### src/hw/dps_pkg.sv
// Operation
// - even codes 0x2c..0x3e take priority from map byte bits 2:0
// - odd codes 0x2d..0x3f take priority from map byte bits 6:4
// - priority fields reset to zero, read-write; bits 7 and 3 read zero
// - igmp snooping enable set sends every igmp packet to host port
// - mld snooping enable set sends every mld packet to host port
// - option clear: next header 1 or 58, or 0 then hop-by-hop 1 or 58
// - option set: next header 43,44,50,51,60, or 0 then hop-by-hop same set
// - sniff select one: both source and destination port must match
// - sniff select zero (reset): source or destination match mirrors
// - mirroring needs the per-port ingress mirror setting as well
// - red colour code in bits 5:4, read-write, reset 11b
// - yellow colour code in bits 3:2, read-write, reset 10b
// - green colour code in bits 1:0, read-write, reset 01b
package dps_pkg;

  localparam int          DPS_MAP_N     = 10;
  localparam int          DPS_IDX_W     = 4;
  localparam logic [5:0]  DPS_CODE_LO   = 6'h2c;
  localparam logic [3:0]  DPS_IDX_BASE  = 4'h6;   // code[4:1] of first pair

  // where the service code sits in the tos byte, and how it picks a pair
  localparam int DPS_CODE_MSB = 7;
  localparam int DPS_CODE_LSB = 2;
  localparam int DPS_PAIR_MSB = 4;
  localparam int DPS_PAIR_LSB = 1;
  localparam int DPS_ODD_BIT  = 0;
  localparam int DPS_PRIO_W   = 3;
  localparam int DPS_COL_W    = 2;

  // mapping byte offsets, pair 0x2c/0x2d first
  localparam logic [15:0] DPS_MAP_ADDR [DPS_MAP_N] = '{
    16'h0350, 16'h0357, 16'h0358, 16'h0359, 16'h035a,
    16'h035b, 16'h035c, 16'h035d, 16'h035e, 16'h035f};
  localparam logic [15:0] DPS_CTRL_ADDR = 16'h0370;
  localparam logic [15:0] DPS_WRED_ADDR = 16'h0378;

  // field positions of a mapping byte
  localparam int DPS_MAP_HI_LSB = 4;
  localparam int DPS_MAP_LO_LSB = 0;
  // control byte bits
  localparam int DPS_CTRL_IGMP  = 6;
  localparam int DPS_CTRL_MLDOP = 3;
  localparam int DPS_CTRL_MLDEN = 2;
  localparam int DPS_CTRL_SNIFF = 0;
  // colour byte fields
  localparam int DPS_WRED_RED   = 4;
  localparam int DPS_WRED_YEL   = 2;
  localparam int DPS_WRED_GRN   = 0;

  localparam logic [1:0] DPS_RED_RST = 2'h3;
  localparam logic [1:0] DPS_YEL_RST = 2'h2;
  localparam logic [1:0] DPS_GRN_RST = 2'h1;
  localparam logic [2:0] DPS_PRIO_RST = 3'h0;

  // ipv6 next-header codes
  localparam logic [7:0] DPS_NH_HOP  = 8'h00;
  localparam logic [7:0] DPS_NH_ICMP = 8'h01;
  localparam logic [7:0] DPS_NH_ICM6 = 8'h3a;   // 58
  localparam logic [7:0] DPS_NH_RTE  = 8'h2b;   // 43
  localparam logic [7:0] DPS_NH_FRAG = 8'h2c;   // 44
  localparam logic [7:0] DPS_NH_ESP  = 8'h32;   // 50
  localparam logic [7:0] DPS_NH_AH   = 8'h33;   // 51
  localparam logic [7:0] DPS_NH_DST  = 8'h3c;   // 60

  typedef struct packed {
    logic       valid;
    logic       is_ipv4;
    logic       is_ipv6;
    logic [7:0] tos;            // tos or traffic class byte
    logic [7:0] next_hdr;
    logic [7:0] hbh_next_hdr;
    logic       is_igmp;
    logic       src_match;
    logic       dst_match;
    logic       port_mirror_en; // per-port ingress mirror setting
  } dps_frame_type;

  typedef struct packed {
    logic       valid;
    logic       prio_hit;       // code fell in this bank's range
    logic [2:0] prio;
    logic       to_host;
    logic       mirror;
  } dps_result_type;

  typedef struct packed {
    logic       igmp_en;
    logic       mld_opt;
    logic       mld_en;
    logic       sniff_and;
    logic [1:0] red;
    logic [1:0] yellow;
    logic [1:0] green;
  } dps_cfg_type;

  typedef struct packed {
    logic [DPS_MAP_N-1:0][2:0] map_hi;
    logic [DPS_MAP_N-1:0][2:0] map_lo;
    dps_cfg_type               cfg;
    logic [7:0]                rdata;
    dps_result_type            res;
  } dps_state_type;

endpackage : dps_pkg
### src/hw/dps_config.sv
`timescale 1ns/100ps
module dps_config
  import dps_pkg::*;
(
  input  wire logic           sys_clk,
  input  wire logic           reset,
  input  wire logic [15:0]    reg_addr,
  input  wire logic [7:0]     reg_wdata,
  input  wire logic           reg_wr,
  input  wire logic           reg_rd,
  output logic      [7:0]     reg_rdata,
  input  dps_frame_type       frame,
  output dps_result_type      result,
  output dps_cfg_type         cfg
);

  dps_state_type state;
  dps_state_type next_state;

  // finds which mapping byte an address selects; used by write and read
  function automatic logic [DPS_IDX_W:0] map_decode(input logic [15:0] addr);
    logic [DPS_IDX_W:0] r;
    r = '0;
    for (int i = 0; i < DPS_MAP_N; i++) begin
      if (addr == DPS_MAP_ADDR[i]) begin
        r = {1'b1, DPS_IDX_W'(i)};
      end
    end
    return r;
  endfunction : map_decode

  // mld recognition; a hop-by-hop header is looked through once only
  function automatic logic nh_hit(input logic opt, input logic [7:0] nh);
    if (opt) begin
      return (nh == DPS_NH_RTE) || (nh == DPS_NH_FRAG) || (nh == DPS_NH_ESP) ||
             (nh == DPS_NH_AH)  || (nh == DPS_NH_DST);
    end
    return (nh == DPS_NH_ICMP) || (nh == DPS_NH_ICM6);
  endfunction : nh_hit

  function automatic logic mld_match(input logic opt, input logic [7:0] nh,
                                     input logic [7:0] hbh);
    return nh_hit(opt, nh) || ((nh == DPS_NH_HOP) && nh_hit(opt, hbh));
  endfunction : mld_match

  logic [DPS_IDX_W:0] wr_sel;
  logic [DPS_IDX_W:0] rd_sel;
  logic [5:0]         code;
  logic [DPS_IDX_W-1:0] pair_idx;
  logic               in_range;
  logic               igmp_hit;
  logic               mld_hit;
  logic               port_hit;

  // address decode and classification terms
  always_comb begin
    wr_sel   = map_decode(reg_addr);
    rd_sel   = wr_sel;
    code     = frame.tos[DPS_CODE_MSB:DPS_CODE_LSB];
    in_range = code >= DPS_CODE_LO;
    pair_idx = code[DPS_PAIR_MSB:DPS_PAIR_LSB] - DPS_IDX_BASE;
    igmp_hit = frame.is_ipv4 && frame.is_igmp && state.cfg.igmp_en;
    mld_hit  = frame.is_ipv6 && state.cfg.mld_en &&
               mld_match(state.cfg.mld_opt, frame.next_hdr, frame.hbh_next_hdr);
    // and-mode for full pair sniffing, or-mode lets rx-only sniff work
    port_hit = state.cfg.sniff_and ? (frame.src_match && frame.dst_match)
                                   : (frame.src_match || frame.dst_match);
  end

  // single next-state process; register writes take effect next cycle
  always_comb begin
    next_state = state;
    // register writes; only the defined fields are stored
    if (reg_wr) begin
      if (wr_sel[DPS_IDX_W]) begin
        next_state.map_hi[wr_sel[DPS_IDX_W-1:0]] =
          reg_wdata[DPS_MAP_HI_LSB +: DPS_PRIO_W];
        next_state.map_lo[wr_sel[DPS_IDX_W-1:0]] =
          reg_wdata[DPS_MAP_LO_LSB +: DPS_PRIO_W];
      end else if (reg_addr == DPS_CTRL_ADDR) begin
        next_state.cfg.igmp_en   = reg_wdata[DPS_CTRL_IGMP];
        next_state.cfg.mld_opt   = reg_wdata[DPS_CTRL_MLDOP];
        next_state.cfg.mld_en    = reg_wdata[DPS_CTRL_MLDEN];
        next_state.cfg.sniff_and = reg_wdata[DPS_CTRL_SNIFF];
      end else if (reg_addr == DPS_WRED_ADDR) begin
        next_state.cfg.red    = reg_wdata[DPS_WRED_RED +: DPS_COL_W];
        next_state.cfg.yellow = reg_wdata[DPS_WRED_YEL +: DPS_COL_W];
        next_state.cfg.green  = reg_wdata[DPS_WRED_GRN +: DPS_COL_W];
      end
    end
    // read data stands for exactly one cycle; unmapped reads give zero
    next_state.rdata = '0;
    if (reg_rd) begin
      if (rd_sel[DPS_IDX_W]) begin
        next_state.rdata[DPS_MAP_HI_LSB +: DPS_PRIO_W] =
          state.map_hi[rd_sel[DPS_IDX_W-1:0]];
        next_state.rdata[DPS_MAP_LO_LSB +: DPS_PRIO_W] =
          state.map_lo[rd_sel[DPS_IDX_W-1:0]];
      end else if (reg_addr == DPS_CTRL_ADDR) begin
        next_state.rdata[DPS_CTRL_IGMP]  = state.cfg.igmp_en;
        next_state.rdata[DPS_CTRL_MLDOP] = state.cfg.mld_opt;
        next_state.rdata[DPS_CTRL_MLDEN] = state.cfg.mld_en;
        next_state.rdata[DPS_CTRL_SNIFF] = state.cfg.sniff_and;
      end else if (reg_addr == DPS_WRED_ADDR) begin
        next_state.rdata[DPS_WRED_RED +: DPS_COL_W] = state.cfg.red;
        next_state.rdata[DPS_WRED_YEL +: DPS_COL_W] = state.cfg.yellow;
        next_state.rdata[DPS_WRED_GRN +: DPS_COL_W] = state.cfg.green;
      end
    end
    // one-cycle classification result; uses settings before a same-cycle write
    next_state.res = '0;
    if (frame.valid) begin
      next_state.res.valid = 1'b1;
      if ((frame.is_ipv4 || frame.is_ipv6) && in_range) begin
        next_state.res.prio_hit = 1'b1;
        next_state.res.prio = code[DPS_ODD_BIT] ? state.map_hi[pair_idx]
                                      : state.map_lo[pair_idx];
      end
      next_state.res.to_host = igmp_hit || mld_hit;
      // the global byte alone never mirrors
      next_state.res.mirror = frame.port_mirror_en && port_hit;
    end
  end

  // state register; reset loads documented defaults
  always_ff @(posedge sys_clk or posedge reset) begin
    if (reset) begin
      state            <= '0;
      state.cfg.red    <= DPS_RED_RST;
      state.cfg.yellow <= DPS_YEL_RST;
      state.cfg.green  <= DPS_GRN_RST;
    end else begin
      state <= next_state;
    end
  end

  assign reg_rdata = state.rdata;
  assign result    = state.res;
  assign cfg       = state.cfg;

endmodule : dps_config

### config.mk
export PLATFORM = sky130hd
export DESIGN_NAME = dps_config
export DESIGN_NICKNAME = d
export VERILOG_FILES = /design/src/hw/dps_pkg.sv /design/src/hw/dps_config.sv
export SDC_FILE = /design/constraint.sdc
export NUM_CORES = 1
export LEC_CHECK = 0
export CAP_MARGIN = 5
export CORE_MARGIN = 8
export CORE_UTILIZATION = 49
export DETAILED_ROUTE_END_ITERATION = 10
export DONT_BUFFER_PORTS = 1
export PLACE_DENSITY = 0.65
export SKIP_LAST_GASP = 1
export SLEW_MARGIN = 10
export SYNTH_ARGS = -nofsm -noshare
export SYNTH_HDL_FRONTEND = slang
export SYNTH_SLANG_ARGS = --single-unit
### constraint.sdc
create_clock -name sys_clk -period 2.65 [get_ports sys_clk]
set_input_delay 0.3975 -clock sys_clk [delete_from_list [all_inputs] [get_ports sys_clk]]
set_output_delay 0.3975 -clock sys_clk [all_outputs]
set_load 0.02 [all_outputs]
==> qor.csv <==
stage,metric,value,unit
status,status,"finished, violations left",
status,failing checks,hold timing,
timing,Worst-Margin Slew,0.671,ns
final_layout,Layout fillers,854,
setup_path,critical-path maximum fanout,7,
logic_synthesis,Adder-Cell Fraction of Synth Area,0.456,%
setup_path,Startpoint Class,primary input,
power_and_ir_drop,worst vdd ir,286,uV
detailed_routing,DR vias,3456,
detailed_routing,Antenna Nets Post-Route,0,
timing,fin crit period,2.11,ns
timing,Hold Slack,-0.00640,ns
global_routing,first-pass GRT wire length,19.2,mm
logic_synthesis,Post-Synth XOR/XNOR Area,0.355,%
final_layout,most frequent cells in the layout,"dfrtp_1 (80), mux2_2 (64), nand2_1 (33), nand3_1 (22), mux2i_1 (22)",
detailed_routing,wire per inst,22.6,microns
power_and_ir_drop,Net Sw Frac,20.5,%
logic_synthesis,main combinational cell family by area after synthesis,multiplexers,
die,DIE WIDTH,116,microns
timing,Setup Skew,0.00712,ns
clock_network,Post-CTS Setup Bufs,0,
min_path,Hold Crit Class,in -> async,
logic_synthesis,Synth Instances,426,
clock_network,H-tree depth,3,
global_routing,vias in the first global route,3501,
die,Die Ht,116,microns
logic_synthesis,post-synthesis simple-gate area fraction,15.5,%
power_and_ir_drop,total chip power,2460,uW
logic_synthesis,Syn Area/Cell,11.6,sq um
placement,dpl hpwl,9.22,mm
timing,Max Clk Rate,473,MHz
power_and_ir_drop,Psw,506,uW
global_routing,GRT Util Overall,18.8,%
setup_path,Crit path arrival time,2.36,ns
setup_path,Setup CP Type,in -> reg,
logic_synthesis,number of synthesized register bits,84,
timing,worst rel slew slack,55.2,%
clock_network,clock tree buffer depth,2,
clock_network,Clock Latency Late Sink,0.36,ns
logic_synthesis,Post-synth ARST share,100,%
logic_synthesis,Compound-Gate Fraction of Synth Area,6.84,%
logic_synthesis,Post-synth EDFFs,0,
placement,"worst slack, placed",0.175,ns
timing,fin crit share,79.8,%
power_and_ir_drop,Static Leak,0.00229,uW
global_routing,initial antenna violation count,0,
global_routing,total grt overflow,0,
final_layout,area of all sequential standard cells,2110,sq um
clock_network,hold bufs inserted after CTS,0,
timing,Final Hold Viols,10,
final_layout,Multi-input gate area,2490,sq um
logic_synthesis,Post-Syn Nets,486,
timing,RSZ-0062 raised after global routing,no,
logic_synthesis,Mapped Area,4940,sq um
detailed_routing,DRT Wirelength,12.2,mm
detailed_routing,Via density,6.41,
clock_network,CTS tree,built,
placement,routability congestion estimate,0.910,
power_and_ir_drop,power per cell area,479,nW/um^2
timing,final critical-path setup slack,0.536,ns
die,I/O Pins,84,
logic_synthesis,register area share after synthesis,42.7,%
die,Core Footprint,9770,sq um
die,Die Area,13500,sq um
die,initial core utilization,50.5,%
clock_network,clock transition at the registers of the reported paths,0.08,ns
power_and_ir_drop,P_int,1960,uW
final_layout,Layout Area Growth over Synthesis,4.21,%
final_layout,Final nets,461,
setup_path,Required @ worst endpoint,2.90,ns
detailed_routing,# DRC,0,
power_and_ir_drop,Clock power frac,43.4,%
detailed_routing,number of DRC markers in iteration 0,278,
run,max cap viols,0,
setup_path,endpoint type of the worst setup path,register,
logic_synthesis,warnings from Yosys,0,
timing,Setup Total Neg Slack,0,ns
clock_network,Clock Sinks,84,
power_and_ir_drop,sequential share of power,52.3,%
detailed_routing,DRT Pass-1 Iters,5,
global_routing,largest net degree at the start of global routing,48,
die,FP Rows,36,
logic_synthesis,Post-synth top flop,dfrtp_1,
power_and_ir_drop,part of the power in combinational logic,4.3,%
timing,Max Slew Vio Count,0,
final_layout,layout cells sized above 1,29.8,%
logic_synthesis,mux cell area share after synthesis,27.3,%
final_layout,# diodes,0,
clock_network,CTS Buf Count,9,
setup_path,R2R depth,5,
placement,port bufs,0,
logic_synthesis,synth unique cells,53,
final_layout,"commonest non-fill, non-tap cell in the layout",dfrtp_1,
clock_network,PostCTS Resize Cnt,0,
clock_network,Root Buffer,clkbuf_8,
timing,Setup Viol. Count Final,0,
## synthesized netlist by cell type (2+ instances only)
library cell	n	area, sq um
nor4b_1	2	17.5
nor3b_4	2	37.5
o21ai_0	4	20.0
nand3b_1	2	15.0
dfrtp_1	80	2000
nor3_1	8	40.0
mux4_2	15	338
nor4bb_1	2	20.0
nor2b_1	3	18.8
nand2_1	33	124
buf_2	8	40.0
nand3_2	2	20.0
buf_4	30	225
nor3b_1	3	22.5
inv_1	7	26.3
nand3_1	22	110
and3_1	5	31.3
xor2_1	2	17.5
nor3_4	4	65.1
a221o_1	6	60.1
nor4_1	3	18.8
and4bb_1	2	25.0
mux2i_1	22	220
o22ai_1	6	37.5
a21oi_1	12	60.1
a32oi_1	5	43.8
and2_1	4	25.0
buf_1	3	11.3
a22oi_1	2	15.0
nor2_1	10	37.5
dfstp_2	4	105
mux2_1	6	67.6
or4_1	2	15.0
nand4_1	10	62.6
mux2_2	64	721
nand2b_1	3	18.8
o32ai_1	4	35.0
clkbuf_1	9	33.8
## layer usage
metal	routed length [microns]	GRT usage (%)
met1	4790	23.0
met2	5890	30.1
met3	1190	5.22
met4	302	8.82
met5	0	0
## worst max-delay path: stages
cell and delay (ns):
and4bb_1 0.37, buf_4 0.18, and3_1 0.29, and2_1 0.37, nand4_1 0.37, mux2_2 0.39
## state kept, by name (all words and copies together), names as in the netlist
register   flops
state         60
cfg           10
reg_rdata      7
result         7
## final timing paths
kind	end	start	slack (ns)
worst min-delay path	state[26]	reset	-0.006
worst min register to register	state[31]	state[31]	0.52
max in group asynchronous	state[29]	reset	1.99
worst max register to register	result[3]	state[59]	0.84
min in group sys_clk	result[6]	frame[30]	0.06
worst max-delay path	state[77]	reg_addr[10]	0.54
## final cells by class
class,count,area share [%]
Tap cell,133,3.23
Multi-Input combinational cell,285,48.5
Sequential cell,84,40.9
Inverter,7,0.535
Clock inverter,4,1.90
Clock buffer,12,2.63
Timing Repair Buffer,14,2.29
## power groups by stage
stage	Clock, uW	Combinational (uW)	Sequential (uW)
detailed placement	0	106	1310
finish	1070	105	1290
floorplan	0	120	1310
global route	1150	117	1290
CTS	1100	107	1290
global placement	0	104	1310
## through the flow
stage,util [%],area [sq um],instances
floorplan,-,4940,426
global placement,50.3,4910,523
detailed placement,50.3,4910,523
CTS,52.6,5150,539
global route,52.6,5150,539
finish,52.6,5150,539
## logic make-up (layout without fill, tap and decap cells)
kind of cell	after synthesis	count (layout)
multiplexers	107	107
adder cells (fa/ha/maj)	2	2
AND/OR/NAND/NOR	126	126
XOR/XNOR	2	2
other	1	1
flip-flops	84	84
buffers and inverters	57	37
AO/OA/AOI/OAI	47	47
Power figures use the tool's default switching activity.
